==> src/hw/tmc_map.svh <==
// Register indices, field positions, reset values and timing figures
// Assumes byte address = 4 * index on a 32-bit Wishbone bus
`ifndef TMC_MAP_SVH
`define TMC_MAP_SVH

// ----------------------------------------
// Register indices
// ----------------------------------------
`define TMC_IDX_W          14
`define TMC_IDX_REF_HI     14'h230A
`define TMC_IDX_REF_LO     14'h230B
`define TMC_IDX_RES_HI     14'h2881
`define TMC_IDX_RES_LO     14'h2882
`define TMC_IDX_CFG        14'h28A0
`define TMC_IDX_START      14'h28B4
`define TMC_IDX_IRQ_STAT   14'h2900
`define TMC_IDX_IRQ_MASK   14'h2901

// ----------------------------------------
// Field positions
// ----------------------------------------
`define TMC_CFG_PER_MSB    2
`define TMC_CFG_PER_LSB    0
`define TMC_CFG_BUSY_BIT   3
`define TMC_CFG_BAT_BIT    4
`define TMC_CFG_BSEL_BIT   7
`define TMC_CFG_WR_MASK    8'h97
`define TMC_START_BIT      6
`define TMC_RES_LO_LSB     5
`define TMC_IRQ_MEAS_BIT   0
`define TMC_IRQ_CMT_BIT    1

// ----------------------------------------
// Reset values and encodings
// ----------------------------------------
`define TMC_CFG_RST        8'h00
`define TMC_IRQ_RST        2'h0
`define TMC_RES_RST        11'h000
`define TMC_PER_OFF        3'h0
`define TMC_PER_CONT       3'h7
`define TMC_PER_BASE_EXP   3

// ----------------------------------------
// Timing
// ----------------------------------------
`define TMC_CLK_HZ         10000000
`define TMC_COMMIT_TIME_MS 6
`define TMC_TICK_TIME_S    1

`endif

==> src/hw/tmc_pkg.sv <==
// Types shared by the temperature measurement control modules
// Assumes the map header supplies all numbers
package tmc_pkg;

  // ----------------------------------------
  // Power modes and measurement states
  // ----------------------------------------
  typedef enum logic [1:0] {
    mission_power_mode,
    brownout_power_mode,
    display_only_power_mode,
    sleep_power_mode
  } tmc_power_mode_t;

  typedef enum logic [2:0] {
    MS_IDLE,
    MS_TEMP_GO,
    MS_TEMP_WAIT,
    MS_BAT_GO,
    MS_BAT_WAIT
  } tmc_meas_state_t;

  // ----------------------------------------
  // Module state records
  // ----------------------------------------
  typedef struct packed {
    logic            ack;
    logic [7:0]      rdat;
    logic [7:0]      cfg;
    logic [7:0]      cfg_wr;
    logic            pending;
    logic            commit_go;
    logic            oneshot;
    logic [10:0]     result;
    logic [10:0]     ref_val;
    logic            ref_loaded;
    tmc_meas_state_t st;
    logic            start;
    logic            chan;
    logic [1:0]      irq_stat;
    logic [1:0]      irq_mask;
    logic            irq;
  } tmc_top_state_t;

endpackage

==> src/hw/tmc_ctl_if.sv <==
// Control links between the top and its commit timer and time base
// Assumes all parties share one clock
`timescale 1ns/1ps
`default_nettype none

interface tmc_ctl_if;
  logic       commit_go;
  logic       commit_done;
  logic       meas_busy;
  logic       auto_req;
  logic [2:0] period;

  modport top      (output commit_go, output meas_busy, output period, input commit_done, input auto_req);
  modport commit   (input commit_go, output commit_done);
  modport timebase (input period, input meas_busy, output auto_req);
endinterface

`default_nettype wire

==> src/hw/tmc_commit.sv <==
// Commit timer for the configuration byte
// Assumes commit_go pulses once per accepted write
`timescale 1ns/1ps
`default_nettype none
`include "tmc_map.svh"

module tmc_commit #(
  parameter int COMMIT_CYCLES = `TMC_COMMIT_TIME_MS * (`TMC_CLK_HZ / 1000)
) (
  // Clock and reset
  input  wire logic   clk_i,
  input  wire logic   rst_i,
  // Control link
  tmc_ctl_if.commit   ctl
);

  localparam int CW = $clog2(COMMIT_CYCLES + 1);

  typedef struct packed {
    logic          busy;
    logic [CW-1:0] cnt;
    logic          done;
  } tmc_cmt_state_t;

  tmc_cmt_state_t s_ff;
  tmc_cmt_state_t nxt_s;

  always_comb
  begin
    nxt_s      = s_ff;
    nxt_s.done = 1'b0;
    if (ctl.commit_go)
    begin
      nxt_s.busy = 1'b1;
      nxt_s.cnt  = '0;
    end
    else if (s_ff.busy)
    begin
      // Trimmed so pending spans COMMIT_CYCLES, never longer
      if (s_ff.cnt == CW'(COMMIT_CYCLES - 3))
      begin
        nxt_s.busy = 1'b0;
        nxt_s.done = 1'b1;
      end
      else
        nxt_s.cnt = s_ff.cnt + CW'(1);
    end
  end

  always_ff @(posedge clk_i)
  begin
    if (rst_i)
      s_ff <= '0;
    else
      s_ff <= nxt_s;
  end

  assign ctl.commit_done = s_ff.done;

endmodule // tmc_commit

`default_nettype wire

==> src/hw/tmc_timebase.sv <==
// Second ticks and automatic measurement requests
// Assumes period changes only after a commit
`timescale 1ns/1ps
`default_nettype none
`include "tmc_map.svh"

module tmc_timebase #(
  parameter int TICK_CYCLES = `TMC_TICK_TIME_S * `TMC_CLK_HZ
) (
  // Clock and reset
  input  wire logic   clk_i,
  input  wire logic   rst_i,
  // Control link
  tmc_ctl_if.timebase ctl
);

  localparam int PW = $clog2(TICK_CYCLES + 1);

  typedef struct packed {
    logic [PW-1:0] pre;
    logic [9:0]    secs;
    logic [2:0]    per_q;
    logic          req;
  } tmc_tb_state_t;

  tmc_tb_state_t s_ff;
  tmc_tb_state_t nxt_s;
  logic [9:0]    lim;

  always_comb
  begin
    nxt_s       = s_ff;
    nxt_s.per_q = ctl.period;
    lim         = 10'h001 << (`TMC_PER_BASE_EXP + ctl.period);
    if (ctl.meas_busy)
      nxt_s.req = 1'b0;
    if (ctl.period != s_ff.per_q || ctl.period == `TMC_PER_OFF)
    begin
      // Restart the interval so a new period counts in full
      nxt_s.pre  = '0;
      nxt_s.secs = '0;
      nxt_s.req  = 1'b0;
    end
    else if (ctl.period == `TMC_PER_CONT)
      nxt_s.req = !ctl.meas_busy;
    else if (s_ff.pre == PW'(TICK_CYCLES - 1))
    begin
      nxt_s.pre = '0;
      if (s_ff.secs == lim - 10'h001)
      begin
        nxt_s.secs = '0;
        nxt_s.req  = 1'b1;
      end
      else
        nxt_s.secs = s_ff.secs + 10'h001;
    end
    else
      nxt_s.pre = s_ff.pre + PW'(1);
  end

  always_ff @(posedge clk_i)
  begin
    if (rst_i)
      s_ff <= '0;
    else
      s_ff <= nxt_s;
  end

  // Power mode never gates requests: runs in every mode
  assign ctl.auto_req = s_ff.req;

endmodule // tmc_timebase

`default_nettype wire

==> src/hw/tmc_top.sv <==
// Temperature measurement control: Wishbone registers, sequencer, interrupt
// Assumes sensor handshake and power mode come from logic on clk_i
`timescale 1ns/1ps
`default_nettype none
`include "tmc_map.svh"

// Overview of operation
// - 11-bit result split high byte, low three
// - Pending flag set; config writes ignored meanwhile
// - Commit lasts up to six milliseconds
// - Read-only 11-bit reading taken at 22 C
// - Battery measured with each temperature when enabled
// - Source select: 1 main, 0 clock battery
// - Period: off, 2^(3+n) seconds, continuous
// - Automatic measurement in every power mode
// - One-shot request cleared when measurement completes
module tmc_top #(
  parameter int COMMIT_CYCLES = `TMC_COMMIT_TIME_MS * (`TMC_CLK_HZ / 1000),
  parameter int TICK_CYCLES   = `TMC_TICK_TIME_S * `TMC_CLK_HZ
) (
  // Clock and reset
  input  wire logic        clk_i,
  input  wire logic        rst_i,
  // Wishbone slave
  input  wire logic        wb_cyc_i,
  input  wire logic        wb_stb_i,
  input  wire logic        wb_we_i,
  input  wire logic [15:0] wb_adr_i,
  input  wire logic [3:0]  wb_sel_i,
  input  wire logic [31:0] wb_dat_i,
  output logic      [31:0] wb_dat_o,
  output logic             wb_ack_o,
  // Sensor handshake
  output logic             sensor_start_o,
  output logic             sensor_bat_o,
  output logic             battery_source_select_o,
  input  wire logic        sensor_done_i,
  input  wire logic [10:0] sensor_data_i,
  // Calibration and power
  input  wire logic [10:0] cal_22c_i,
  input  wire logic [1:0]  power_mode_i,
  // Interrupt
  output logic             irq_o
);

  // ----------------------------------------
  // State and links
  // ----------------------------------------
  tmc_pkg::tmc_top_state_t s_ff;
  tmc_pkg::tmc_top_state_t nxt_s;
  tmc_ctl_if               ctl ();

  logic                    wb_req;
  logic [`TMC_IDX_W-1:0]   idx;
  logic [7:0]              rd;
  logic [1:0]              ev;
  logic                    low_power;
  logic                    os_set;

  // ----------------------------------------
  // Helpers
  // ----------------------------------------
  tmc_commit #(
    .COMMIT_CYCLES (COMMIT_CYCLES)
  ) u_commit (
    .clk_i (clk_i),
    .rst_i (rst_i),
    .ctl   (ctl.commit)
  );

  tmc_timebase #(
    .TICK_CYCLES (TICK_CYCLES)
  ) u_timebase (
    .clk_i (clk_i),
    .rst_i (rst_i),
    .ctl   (ctl.timebase)
  );

  assign ctl.commit_go = s_ff.commit_go;
  assign ctl.meas_busy = (s_ff.st != tmc_pkg::MS_IDLE);
  assign ctl.period    = s_ff.cfg[`TMC_CFG_PER_MSB:`TMC_CFG_PER_LSB];

  // ----------------------------------------
  // Next state
  // ----------------------------------------
  always_comb
  begin
    nxt_s           = s_ff;
    nxt_s.ack       = 1'b0;
    nxt_s.start     = 1'b0;
    nxt_s.commit_go = 1'b0;
    ev              = 2'h0;
    os_set          = 1'b0;
    wb_req          = wb_cyc_i && wb_stb_i && !s_ff.ack;
    idx             = wb_adr_i[15:2];
    // One-shot is not honoured in the two battery-only display and sleep modes
    low_power       = (power_mode_i == tmc_pkg::display_only_power_mode) ||
                      (power_mode_i == tmc_pkg::sleep_power_mode);

    // Calibration word caught once after reset release
    if (!s_ff.ref_loaded)
    begin
      nxt_s.ref_val    = cal_22c_i;
      nxt_s.ref_loaded = 1'b1;
    end

    // Read mux; unmapped indices read zero
    rd = 8'h00;
    unique case (idx)
      `TMC_IDX_REF_HI:   rd = {5'h00, s_ff.ref_val[10:8]};
      `TMC_IDX_REF_LO:   rd = s_ff.ref_val[7:0];
      `TMC_IDX_RES_HI:   rd = s_ff.result[10:3];
      `TMC_IDX_RES_LO:   rd = {s_ff.result[2:0], 5'h00};
      `TMC_IDX_CFG:
      begin
        rd                    = s_ff.cfg_wr & `TMC_CFG_WR_MASK;
        rd[`TMC_CFG_BUSY_BIT] = s_ff.pending;
      end
      `TMC_IDX_START:    rd = {1'b0, s_ff.oneshot, 6'h00};
      `TMC_IDX_IRQ_STAT: rd = {6'h00, s_ff.irq_stat};
      `TMC_IDX_IRQ_MASK: rd = {6'h00, s_ff.irq_mask};
      default:           rd = 8'h00;
    endcase

    // Bus access; one wait-free ack per request
    if (wb_req)
    begin
      nxt_s.ack  = 1'b1;
      nxt_s.rdat = rd;
      if (wb_we_i && wb_sel_i[0])
      begin
        unique case (idx)
          `TMC_IDX_CFG:
          begin
            // Locked out until the previous commit finishes
            if (!s_ff.pending)
            begin
              nxt_s.cfg_wr    = wb_dat_i[7:0] & `TMC_CFG_WR_MASK;
              nxt_s.pending   = 1'b1;
              nxt_s.commit_go = 1'b1;
            end
          end
          `TMC_IDX_START:
          begin
            if (wb_dat_i[`TMC_START_BIT] && !low_power &&
                ctl.period == `TMC_PER_OFF)
              os_set = 1'b1;
          end
          `TMC_IDX_IRQ_STAT: nxt_s.irq_stat = s_ff.irq_stat & ~wb_dat_i[1:0];
          `TMC_IDX_IRQ_MASK: nxt_s.irq_mask = wb_dat_i[1:0];
          default:           nxt_s.irq_stat = nxt_s.irq_stat;
        endcase
      end
    end

    // Commit completion makes the new byte live
    if (ctl.commit_done)
    begin
      nxt_s.cfg                    = s_ff.cfg_wr;
      nxt_s.pending                = 1'b0;
      ev[`TMC_IRQ_CMT_BIT]         = 1'b1;
    end

    // Measurement sequencer
    unique case (s_ff.st)
      tmc_pkg::MS_IDLE:
      begin
        if (ctl.auto_req || s_ff.oneshot)
          nxt_s.st = tmc_pkg::MS_TEMP_GO;
      end
      tmc_pkg::MS_TEMP_GO:
      begin
        nxt_s.start = 1'b1;
        nxt_s.chan  = 1'b0;
        nxt_s.st    = tmc_pkg::MS_TEMP_WAIT;
      end
      tmc_pkg::MS_TEMP_WAIT:
      begin
        if (sensor_done_i)
        begin
          // Whole word in one edge; the two byte reads can still straddle an update
          nxt_s.result = sensor_data_i;
          if (s_ff.cfg[`TMC_CFG_BAT_BIT])
            nxt_s.st = tmc_pkg::MS_BAT_GO;
          else
          begin
            nxt_s.oneshot         = 1'b0;
            ev[`TMC_IRQ_MEAS_BIT] = 1'b1;
            nxt_s.st              = tmc_pkg::MS_IDLE;
          end
        end
      end
      tmc_pkg::MS_BAT_GO:
      begin
        nxt_s.start = 1'b1;
        nxt_s.chan  = 1'b1;
        nxt_s.st    = tmc_pkg::MS_BAT_WAIT;
      end
      tmc_pkg::MS_BAT_WAIT:
      begin
        if (sensor_done_i)
        begin
          nxt_s.oneshot         = 1'b0;
          ev[`TMC_IRQ_MEAS_BIT] = 1'b1;
          nxt_s.st              = tmc_pkg::MS_IDLE;
        end
      end
      default:
        nxt_s.st = tmc_pkg::MS_IDLE;
    endcase

    // New request on the finishing edge wins over the clear
    if (os_set)
      nxt_s.oneshot = 1'b1;

    // Set after clear so a same-cycle event survives
    nxt_s.irq_stat = nxt_s.irq_stat | ev;
    nxt_s.irq      = |(nxt_s.irq_stat & nxt_s.irq_mask);
  end

  // ----------------------------------------
  // Registers
  // ----------------------------------------
  always_ff @(posedge clk_i)
  begin
    if (rst_i)
    begin
      s_ff            <= '0;
      s_ff.cfg        <= `TMC_CFG_RST;
      s_ff.cfg_wr     <= `TMC_CFG_RST;
      s_ff.result     <= `TMC_RES_RST;
      s_ff.irq_stat   <= `TMC_IRQ_RST;
      s_ff.irq_mask   <= `TMC_IRQ_RST;
      s_ff.st         <= tmc_pkg::MS_IDLE;
    end
    else
      s_ff <= nxt_s;
  end

  // ----------------------------------------
  // Outputs
  // ----------------------------------------
  assign wb_dat_o                = {24'h000000, s_ff.rdat};
  assign wb_ack_o                = s_ff.ack;
  assign sensor_start_o          = s_ff.start;
  assign sensor_bat_o            = s_ff.chan;
  assign battery_source_select_o = s_ff.cfg[`TMC_CFG_BSEL_BIT];
  assign irq_o                   = s_ff.irq;

endmodule // tmc_top

`default_nettype wire

==> config.mk <==
export PLATFORM = sky130hd
export DESIGN_NAME = tmc_top
export DESIGN_NICKNAME = d
export VERILOG_FILES = /design/src/hw/tmc_pkg.sv /design/src/hw/tmc_ctl_if.sv /design/src/hw/tmc_commit.sv /design/src/hw/tmc_timebase.sv /design/src/hw/tmc_top.sv
export VERILOG_INCLUDE_DIRS = /design/src /design/src/hw
export SDC_FILE = /design/constraint.sdc
export NUM_CORES = 1
export LEC_CHECK = 0
export BUFFER_PORTS_ARGS = -buffer_cell sky130_fd_sc_hd__buf_4
export CORE_MARGIN = 10
export CORE_UTILIZATION = 35
export CTS_CLUSTER_DIAMETER = 120
export DETAILED_ROUTE_END_ITERATION = 7
export PLACE_DENSITY_LB_ADDON = 0.1
export SYNTH_ARGS = -nofsm -noshare
export SYNTH_HDL_FRONTEND = slang
export SYNTH_SLANG_ARGS = --single-unit
==> constraint.sdc <==
create_clock -name clk_i -period 5 [get_ports clk_i]
set_input_delay 1.5 -clock clk_i [delete_from_list [all_inputs] [get_ports clk_i]]
set_output_delay 1.5 -clock clk_i [all_outputs]
set_load 0.01 [all_outputs]
; ---- Word level (Yosys, flattened, before mapping)
; Index checks and enable logic that the tools add are counted.
; Widths: inputs -> output; s select.
[totals]
ff_bits = 111
in_bits = 82
output_inout_bits = 37
word_cells = 132
[classes]
add_sub_neg = 5
eq_ne = 25
shift = 1
mux = 38
bitwise_logic = 11
n_reduce_logical = 29
[op_table]
columns = op, n
row1 = $eq 14x14->1 const B, 8
row2 = $pmux 8 s8, 1
row3 = $shl 1x32->10 const A, 1
row4 = $add 24x1->24 const B, 1
row5 = $eq 24x24->1 const B, 1
row6 = $mux 24, 1
row7 = $mux 1, 18
row8 = $mux 18, 1
row9 = $mux 17, 1
row10 = $add 16x1->16 const B, 1
row11 = $eq 16x16->1 const B, 1
row12 = $mux 16, 1
row13 = $pmux 3 s5, 1
row14 = $mux 12, 1
row15 = $add 10x1->10 const B, 1
row16 = $eq 10x10->1, 1
row17 = $mux 10, 1
row18 = $sub 10x1->10 const B, 1
row19 = $mux 3, 3
row20 = $mux 9, 1
row21 = $ne 3x3->1 const B, 3
row22 = $mux 4, 2
row23 = $reduce_and 4->1, 2
row24 = $reduce_or 2->1, 4
row25 = 24 further kinds, 52

; ---- Depth between registers and ports, before layout
; Gate-level depths: netlist (run 1).
[depth]
depth_word = 11
mapped_depth = 9
depth_no_buf = 8

; ---- Modules after synthesis
; From an unflattened synthesis (run 1), not the netlist that was laid out.
[hier_totals]
cells_unflattened = 638
area_unflattened_um2 = 5614.1
[by_module_without_submodules]
columns = module, n_inst, cells_per_inst, area_per_inst_um2, seq_area_each_um2
row1 = tmc_top, 1, 304, 2663.8, 1101.1
row2 = tmc_timebase, 1, 231, 2009.4, 760.7
row3 = tmc_commit, 1, 103, 940.9, 360.3

; ---- Worst setup path after synthesis (run 1)
; Ideal clock, no wire load.
[synth_path]
kind = input to register
from = in wb_adr_i[8]
to = reg s_ff (netlist bit wb_dat_o[7])
setup_time_ns = 0.058
t_arrival_ns = 3.039
required_time_ns = 4.942
setup_slack_ns = 1.903
path_stages = 6
path_buffers = 0
path_cell_list = or4b_4 nor4_4 and2_4 a222oi_1 a2111oi_1 a21o_1
[synth_between]
elab_chain_len = 2
elab_cells_between_ends = 9
cone_classes = eq/ne: 8 / mux: 1
[synth_rtl]
columns = item, line
row1 = "start, declared", tmc_top.sv:28  ; input wire logic [15:0] wb_adr_i,
row2 = $eq 14x14->1, tmc_top.sv:109  ; unique case (idx)
row3 = $pmux 8 s8 (*), tmc_top.sv:109
row4 = "end signal, assigned", tmc_top.sv:237  ; s_ff <= nxt_s;
row5 = "end, declared", tmc_top.sv:49  ; tmc_pkg::tmc_top_state_t s_ff;
; Mark *: on every way between the ends. The rest lies on a longest branch, timed or not.
; A chain may end at the register's enable or synchronous reset.

; ---- Final worst setup path (run 1)
[layout_path]
from = in rst_i
to = reg u_timebase.s_ff[15] in the netlist's numbering
[layout_between]
elab_chain_len = 1
[layout_rtl]
columns = item, line
row1 = "start, declared", tmc_top.sv:23  ; input wire logic rst_i,
row2 = $reduce_or 2->1 (no source line), -
row3 = "end signal, assigned", tmc_timebase.sv:66  ; s_ff <= nxt_s;
row4 = "end, declared", tmc_timebase.sv:26  ; tmc_tb_state_t s_ff;
; Every way passes these cells.

==> qor.csv, run 1 <==
metric;value;unit
outcome;completed;
crit end category;flop;
Hold Path Stages;2;
Port-buffer cells;62;
max-cap violation count;0;
most common cell in the synthesized netlist;dfxtp_1;
first-pass GRT wire length;21300;um
cts hold-fix bufs;0;
grt total ovfl;0;
Seq/Total Area, Yosys;40.84;%
area delta synth->final;13.31;%
Post-synth EDFFs;0;
FILL cells;1560;
Period minus WS final;3.192;ns
row count;45;
detailed placement HPWL;9631;um
synth cell count leaders;dfxtp_1, nor2_1, nand2_1;
Yosys reg bits;111;
Final Hold Viols;0;
crit share post-route;63.85;%
DP Area;0.005896;mm2
TritonCTS buffer count;9;
Yosys Warn Count;0;
crit-path cells;buf_4 > a2111oi_0 > o21ai_1 > inv_1 > nand2_1 > a21oi_1;
Worst-Skew Late Latency;0.35;ns
pin count of the biggest net entering global routing;58;
VDD IR max;0.0001617;V
DR vias;4303;
total track usage;12.62;%
Worst Path Arrival;3.45;ns
antenna violations before repair;0;
Initial Util;35.79;%
final clock skew;0.007362;ns
max-slew violation count;0;
Reg clk slew, reported paths;0.07;ns
startpoint types;input pin;
CTS sink cnt;111;
Power per Cell Area;268.4;mW/mm2
Netlist cell types;64;
WS Path Type;in -> reg;
share of the synthesized area in the top cell type;40.84;%
Final Wtd Congestion;0.8167;
worst reg-to-reg path cell count;6;
Final Setup Violations;0;
Hold EP;s_ff[31];
unrepaired setup endpoints after global routing;false;
CTS root buf;clkbuf_16;
largest area contributor in the netlist;dfxtp_1;
# nets final;756;
average wire per standard cell;15.05;um
Die Width;144.7;um
post-CTS setup buffers;0;
Clock Tree Buf Depth;2;
final instance area;0.006166;mm2
Worst-Margin Slew;1.239;ns
ys flop type;dfxtp_1;
Synth area leaders;dfxtp_1, nor2_1, xor2_1, buf_4, nand2_1;
Reg2Reg Setup Slack;2.06;ns
Leak Pwr;2.268;nW
Vias/cell;4.992;
post-route ant nets;0;
Worst Path Max Fanout;57;
vias in the first global route;4271;
Mapped Cells;629;
cts repair resizes;0;
FF-to-FF Start;ctl.period[1];
hold wc startpoint;s_ff[31];
DR pass1 iterations;5;
Rel. slew slack;16.73;%
Reg-to-Reg End;u_timebase.s_ff[8];
Die ar.;0.02093;mm2
crit-path max cell delay;0.46;ns
H-tree levels;3;
Hold Path Class;reg -> reg;
drt first-iter violations;289;
Ports;119;
synthesized area;0.005441;mm2
TritonCTS clock tree;done;
Ant. Diodes;0;
FMAX;0.3132;GHz
ys async rst share;0;%
post-synthesis average cell area;8.651;um2
core area;0.01520;mm2
Req. time, crit path;5.26;ns
detailed-route DRC error count;0;
Fin Setup TNS;0;ns
slowest stage cell, crit path;nand2_1;
Die H;144.7;um
Final Routed Wirelength;12980;um
share of cells above drive strength 1;15.13;%
[area by class of cell]
class                      count  area (um2)  share of cell area [%]
clock buffer                  14       254.0                   4.119
sequential                   111        2222                   36.04
timing repair buffer          63       473.0                   7.670
inverter                      12       45.04                  0.7305
clock inverter                 2       16.27                  0.2638
multi-input combinational    472        2920                   47.36
tap                          188       235.2                   3.815
[layout by cell type, fill, tap and decap left out, types with 4 or more instances in the layout]
cell / n
a21oi_1: 32
o21ai_0: 16
conb_1: 26
clkbuf_1: 4
and3_1: 15
nor2_2: 9
nor3_1: 12
nor3b_1: 5
clkbuf_16: 9
or3_1: 8
nor4b_1: 4
o21ai_1: 8
a222oi_1: 5
nor2_1: 80
nand2_1: 57
dfxtp_1: 111
and4_1: 8
xor2_1: 34
nand2b_1: 8
ha_1: 5
mux2i_1: 21
nand3b_1: 5
nor2b_1: 5
nand4_1: 18
mux2_2: 4
xnor2_1: 15
buf_4: 63
inv_1: 12
nand3_1: 27
[worst max-delay path: cells and delay by family]
| family | cells | cell delay, ns |
|---|---|---|
| AO/OA/AOI/OAI | 3 | 0.97 |
| buffers and inverters | 2 | 0.51 |
| AND/OR/NAND/NOR | 1 | 0.46 |
[worst max path at each step]
stage                          endpoint  slack (ns)   startpoint
floorplan                   wb_dat_o[7]        1.90  wb_adr_i[8]
global placement            wb_dat_o[7]        1.52  wb_adr_i[8]
detailed placement  u_timebase.s_ff[19]        1.45        rst_i
CTS                 u_timebase.s_ff[15]        1.79        rst_i
global route        u_timebase.s_ff[15]        1.59        rst_i
finish              u_timebase.s_ff[15]        1.81        rst_i
[report_power, final]
group          switching [mW]  total [mW]  internal [mW]
clock                   0.313       0.667          0.354
combinational          0.0481      0.0912         0.0431
sequential            0.00653       0.897          0.890
total                   0.368        1.66           1.29
[per-stage QoR]
step / power, mW / setup WS [ns] / hold slack, ns / utilization [%] / cells
after floorplan: 0.9767 / 1.903 / 0.4278 / - / 653
after global placement: 1.006 / 1.517 / 0.4464 / 38.78 / 846
after detailed placement: 1.008 / 1.447 / 0.4487 / 38.78 / 846
after CTS: 1.680 / 1.788 / 0.4589 / 40.56 / 862
after global routing: 1.726 / 1.592 / 0.4823 / 40.56 / 862
final: 1.655 / 1.808 / 0.4583 / 40.56 / 862
[registers in the layout, summed over array words and instances (netlist names)]
register,flops
s_ff,38
battery_source_select_o,1
ctl.commit_go,1
u_commit.s_ff,17
irq_o,1
sensor_bat_o,1
sensor_start_o,1
u_timebase.ctl.auto_req,1
wb_ack_o,1
u_timebase.s_ff,37
ctl.period,3
u_commit.ctl.commit_done,1
wb_dat_o,8
[logic make-up (layout without fill, tap and decap cells)]
| group | count (synthesis) | count (layout) | synth area share [%] |
|---|---|---|---|
| flip-flops | 111 | 111 | 40.84 |
| adder cells (fa/ha/maj) | 5 | 5 | 1.150 |
| AO/OA/AOI/OAI | 81 | 81 | 9.543 |
| multiplexers | 25 | 25 | 4.691 |
| other | 2 | 26 | 0.1380 |
| AND/OR/NAND/NOR | 286 | 286 | 28.61 |
| XOR/XNOR | 49 | 49 | 7.887 |
| buffers and inverters | 70 | 91 | 7.151 |
[routing by layer]
metal  vias up  wire, um  GRT usage (%)
met1      2026      6249          16.47
met5         -         0              0
li1       2211         -              -
met3         6       527          3.553
met4         0        76          2.660
met2        60      6123          20.29
Power figures use the tool's default switching activity.
==> inputs of run 2 (changes only) <==
clock period = 3.1 ns   (was 5 ns; I/O delays follow)
==> run 2 against run 1 <==
  * Core utilization increased by 0.23 points
  * Global-route usage increased by 0.31 points
  * Die area unchanged
  * Hold slack got worse by 0.0053 ns
  * Sequential share of layout area decreased by 0.20 points
  * Critical path type unchanged
  * Cell count increased by 0.46%
  * Routed wire length increased by 1.0%
  * Non-clock buffer count increased by 6
  * Clock skew increased by 0.00077 ns
==> qor.csv, run 2 (same netlist as run 1, synthesis figures left out) <==
metric;value;unit;change
drt first-iter violations;205;;-29%
Final Wtd Congestion;0.8078;;-1.1%
unrepaired setup endpoints after global routing;false;;
Pwr Total;2.649;mW;+60%
Req. time, crit path;3.32;ns;-1.94 ns
startpoint types;input pin;;
crit-path cells;buf_4 > or4b_4 > nor3b_1 > nand4_1 > nor3b_2 > mux2i_1 > nor2_1;;
FMAX;0.4032;GHz;
commonest non-fill, non-tap cell in the layout;dfxtp_1;;
grt total ovfl;0;;unchanged
final clock skew;0.008135;ns;+0.0007728 ns
slowest stage cell, crit path;or4b_4;;
post-CTS setup buffers;0;;unchanged
Clock Tree Buf Depth;2;;unchanged
Fin Setup TNS;0;ns;unchanged
cts hold-fix bufs;0;;unchanged
# nets final;762;;+0.79%
Worst-Skew Late Latency;0.35;ns;about the same
CTS sink cnt;111;;unchanged
post-layout util;40.79;%;+0.23 points
Worst Path Arrival;2.70;ns;-0.75 ns
Leak Pwr;2.297;nW;+1.3%
CTS root buf;clkbuf_16;;
Die ar.;0.02093;mm2;unchanged
crit end category;flop;;
row count;45;;unchanged
VDD IR max;0.0002522;V;+56%
max-slew violation count;0;;unchanged
Final Setup Violations;0;;unchanged
max-cap violation count;0;;unchanged
share of cells above drive strength 1;16.22;%;+1.1 points
CP top delay family;simple AND/OR/NAND/NOR gates;;
Final Routed Wirelength;13110;um;+1.0%
DR pass1 iterations;4;;-1
Period minus WS final;2.480;ns;
FILL cells;1568;;+0.51%
crit share post-route;80.01;%;
detailed-route DRC error count;0;;unchanged
Rel. slew slack;59.17;%;+42 points
Worst-Margin Slew;0.6116;ns;-0.6278 ns
average wire per standard cell;15.14;um;+0.57%
DR vias;4300;;-0.070%
top flop regs;s_ff: 38 flops, u_timebase.s_ff: 37 flops, u_commit.s_ff: 17 flops;;
Port-buffer cells;62;;unchanged
max reg flops;38;;unchanged
first-pass GRT wire length;21680;um;+1.8%
TritonCTS buffer count;9;;unchanged
buffers plus inverters on the worst setup path;1;;-1
vias in the first global route;4237;;-0.80%
Top reg by flops;s_ff;;
Vias/cell;4.965;;-0.53%
Initial Util;35.79;%;unchanged
Ant. Diodes;0;;unchanged
post-route ant nets;0;;unchanged
Die H;144.7;um;unchanged
Die Width;144.7;um;unchanged
core area;0.01520;mm2;unchanged
Reg clk slew, reported paths;0.07;ns;about the same
Power per Cell Area;427.1;mW/mm2;+59%
pin count of the biggest net entering global routing;57;;-1.7%
H-tree levels;3;;unchanged
detailed placement HPWL;9787;um;+1.6%
Final Hold Viols;0;;unchanged
Worst Path Max Fanout;5;;-91%
area delta synth->final;13.96;%;
antenna violations before repair;0;;unchanged
Hold Path Class;reg -> reg;;
Ports;119;;unchanged
most frequent cells in the layout;dfxtp_1, nor2_1, buf_4, nand2_1, xor2_1;;
WS Path Type;in -> reg;;
setup slack at placement;0.2530;ns;-1.194 ns
outcome;completed;;
TritonCTS clock tree;done;;
total track usage;12.93;%;+0.31 points
Final WS setup;0.6196;ns;-1.188 ns
cts repair resizes;0;;unchanged
crit-path max cell delay;0.56;ns;+0.10 ns
==> run 2: cell count changes in the layout (fill, tap and decap cells not counted) <==
cell      delta
clkbuf_8     -1
inv_6        +1
clkinv_2     +2
clkbuf_1     -4
buf_4        +6
==> run 2: cell type report <==
class                           count  area [um2]  share of cell area (%)
Clock buffer                        9       225.2                   3.632
Clock inverter                      5       35.03                  0.5650
Multi-Input combinational cell    472        2920                   47.09
Inverter                           12       45.04                  0.7264
Timing Repair Buffer               69       518.0                   8.354
Sequential cell                   111        2222                   35.84
Tap cell                          188       235.2                   3.793
==> run 2: worst paths after layout <==
check / start / end / slack [ns] / cells after the start
max: wb_adr_i[8] / s_ff[43] / 0.62 / 7
min: wb_dat_o[3] / wb_dat_o[3] / 0.45 / 2
max reg2reg: ctl.period[1] / u_timebase.s_ff[12] / 0.98 / 6
min reg2reg: wb_dat_o[3] / wb_dat_o[3] / 0.45 / 2
==> run 2: where the power goes <==
part / internal [mW] / total [mW] / switching, mW
Sequential: 1.44 / 1.45 / 0.0111
Clock: 0.538 / 1.05 / 0.517
Combinational: 0.0702 / 0.147 / 0.0767
==> run 2: stage by stage <==
step	hold WS, ns	area (um2)	instances
floorplan	0.4278	5532	653
global placement	0.4466	5941	852
detailed placement	0.4496	5941	852
CTS	0.4588	6201	866
global route	0.4721	6201	866
finish	0.4530	6201	866
==> run 2: per-layer routing <==
metal | routed length, um | vias to the layer above | GRT usage (%)
met3 | 620 | 10 | 3.716
met4 | 143 | 0 | 3.670
met2 | 6047 | 63 | 20.34
met5 | 0 | - | 0
met1 | 6300 | 2003 | 16.84
li1 | - | 2224 | -
==> run 2: worst reg2reg max path, cell delays in order (launching register included) <==
cell,delay (ns)
dfxtp_1,0.45
or3_1,0.48
or3_1,0.33
nand3_1,0.09
nand4_2,0.17
o21ai_4,0.41
nor2_2,0.08
==> inputs of run 3 (changes only) <==
clock period = 2.54 ns   (was 3.1 ns; I/O delays follow)
==> run 3 against run 2 <==
  * Hold slack gained 0.0069 ns
  * First-iteration DRC count grew 41%
  * Power grew 28%
  * Cell count grew 2.0%
  * Non-clock buffer count grew 15
  * Die area is the same
  * Sequential power grew 21%
  * Sequential share of layout area shrank 0.85 points
  * Clock skew shrank 0.0015 ns
  * Highest routed layer unchanged
  * Combinational power grew 27%
  * Critical endpoint is now wb_dat_o[7]
  * Core utilization grew 1.0 points
  * Global-route usage shrank 0.25 points
==> qor.csv, run 3 (same netlist as run 1, synthesis figures left out) <==
metric;value;unit;change
average wire per standard cell;14.81;um;-2.2%
Worst Path Arrival;2.58;ns;-0.12 ns
hold_ws;0.4599;ns;+0.006886 ns
cts hold-fix bufs;0;;unchanged
Period minus WS final;2.279;ns;
WS Path Type;in -> reg;;
Top reg by flops;s_ff;;
Leak Pwr;2.381;nW;+3.6%
final clock skew;0.006627;ns;-0.001508 ns
row count;45;;unchanged
max-cap violation count;0;;unchanged
post-CTS setup buffers;0;;unchanged
Hold Path Class;reg -> reg;;
total track usage;12.68;%;-0.25 points
Final Setup Violations;0;;unchanged
share of cells above drive strength 1;18.27;%;+2.0 points
top flop regs;s_ff: 38 flops, u_timebase.s_ff: 37 flops, u_commit.s_ff: 17 flops;;
H-tree levels;3;;unchanged
DR pass1 iterations;4;;unchanged
Clock Tree Buf Depth;2;;unchanged
max-slew violation count;0;;unchanged
Reg2Reg Setup Slack;0.43;ns;-0.55 ns
first-pass GRT wire length;21250;um;-2.0%
Req. time, crit path;2.84;ns;-0.48 ns
register cell area after layout;0.002222;mm2;unchanged
Final Wtd Congestion;0.8226;;+1.8%
TritonCTS clock tree;done;;
CTS root buf;clkbuf_16;;
Ports;119;;unchanged
commonest non-fill, non-tap cell in the layout;dfxtp_1;;
Worst Path Max Fanout;4;;-1
Final WS setup;0.2612;ns;-0.3584 ns
Ant. Diodes;0;;unchanged
cts repair resizes;0;;unchanged
FF-to-FF Start;ctl.period[1];;
Reg-to-Reg End;u_timebase.s_ff[9];;
Worst-Margin Slew;0.5911;ns;-0.02047 ns
pin count of the biggest net entering global routing;36;;-37%
Die ar.;0.02093;mm2;unchanged
buffers plus inverters on the worst setup path;1;;unchanged
FILL cells;1562;;-0.38%
setup slack at placement;-0.09490;ns;-0.3479 ns
Power per Cell Area;531.9;mW/mm2;+25%
antenna violations before repair;0;;unchanged
max reg flops;38;;unchanged
FMAX;0.4388;GHz;
crit share post-route;89.72;%;
worst reg-to-reg path cell count;6;;unchanged
Die Width;144.7;um;unchanged
core area;0.01520;mm2;unchanged
Final Routed Wirelength;13080;um;-0.24%
CTS sink cnt;111;;unchanged
multi-input logic area;0.002920;mm2;unchanged
Hold Path Stages;2;;unchanged
Worst-Skew Late Latency;0.35;ns;about the same
startpoint types;input pin;;
Port-buffer cells;62;;unchanged
Vias/cell;4.952;;-0.26%
detailed placement HPWL;9891;um;+1.1%
area delta synth->final;16.74;%;
grt total ovfl;0;;unchanged
most frequent cells in the layout;dfxtp_1, buf_4, nor2_1, nand2_1, xor2_1;;
detailed-route DRC error count;0;;unchanged
crit-path cells;buf_4 > or4b_4 > nor4_4 > and2_4 > a222oi_1 > a2111oi_1 > a21o_1;;
post-route ant nets;0;;unchanged
# nets final;777;;+2.0%
CP startpoint;wb_adr_i[8];;
Worst path depth;7;;unchanged
Final Hold Viols;0;;unchanged
drt first-iter violations;289;;+41%
VDD IR max;0.0003983;V;+58%
outcome;completed;;
slowest stage cell, crit path;or4b_4;;
crit end category;flop;;
Rel. slew slack;60.54;%;+1.4 points
crit-path max cell delay;0.56;ns;about the same
TritonCTS buffer count;9;;unchanged
DR vias;4373;;+1.7%
Hold EP;wb_dat_o[3];;
vias in the first global route;4225;;-0.28%
unrepaired setup endpoints after global routing;false;;
CP top delay family;simple AND/OR/NAND/NOR gates;;
Die H;144.7;um;unchanged
Initial Util;35.79;%;unchanged
Reg clk slew, reported paths;0.07;ns;about the same
hold wc startpoint;wb_dat_o[3];;
run 3: cell types whose count changed in the layout (fill, tap and decap cells not counted), sizes merged:
cell      change
buf          +15
bufinv        +1
clkinv        -1
inv           -1
clkinvlp      +3
run 3: metrics by stage:
stage / instance area [um2] / util, % / power, mW / cells / TNS (ns)
finish: 6352 / 41.79 / 3.379 / 883 / 0
global route: 6352 / 41.79 / 3.532 / 883 / 0
CTS: 6352 / 41.79 / 3.445 / 883 / 0
detailed placement: 6053 / 39.82 / 1.992 / 867 / -0.1218
global placement: 6053 / 39.82 / 1.990 / 867 / -0.1045
floorplan: 5532 / - / 1.923 / 653 / 0
run 3: where the power goes:
group / switching [mW] / internal (mW)
Clock: 0.661 / 0.765
Combinational: 0.0954 / 0.0916
Sequential: 0.0129 / 1.75
Total: 0.770 / 2.61
run 3: per-layer routing:
metal  up-vias  routed length [um]  track usage (%)
li1       2252                   -                -
met2        52                6124            19.98
met1      2064                6441            16.42
met3         5                 440            3.814
met5         -                   0                0
met4         0                  74            3.511
run 3: worst max-delay path by stage:
| stage | slack, ns | to |
|---|---|---|
| after floorplan | 0.18 | wb_dat_o[7] |
| after global placement | -0.08 | wb_dat_o[7] |
| after CTS | 0.28 | wb_dat_o[7] |
| after detailed placement | -0.09 | wb_dat_o[7] |
| after global routing | 0.06 | u_timebase.s_ff[15] |
| final | 0.26 | wb_dat_o[7] |
run 3: area by class of cell:
class                   instances  area share, %
multi-input cells             472          45.97
flip-flops and latches        111          34.98
repair buffers                 84          9.927
well taps                     188          3.703
clock buffers                   9          3.545
clock inverters                 7          1.162
inverters                      12         0.7091
run 3: worst reg2reg max path: cells and delay by family (launching register included):
family | cells | cell delay, ns
flops | 1 | 0.47
compound gates | 1 | 0.39
simple gates | 5 | 1.15
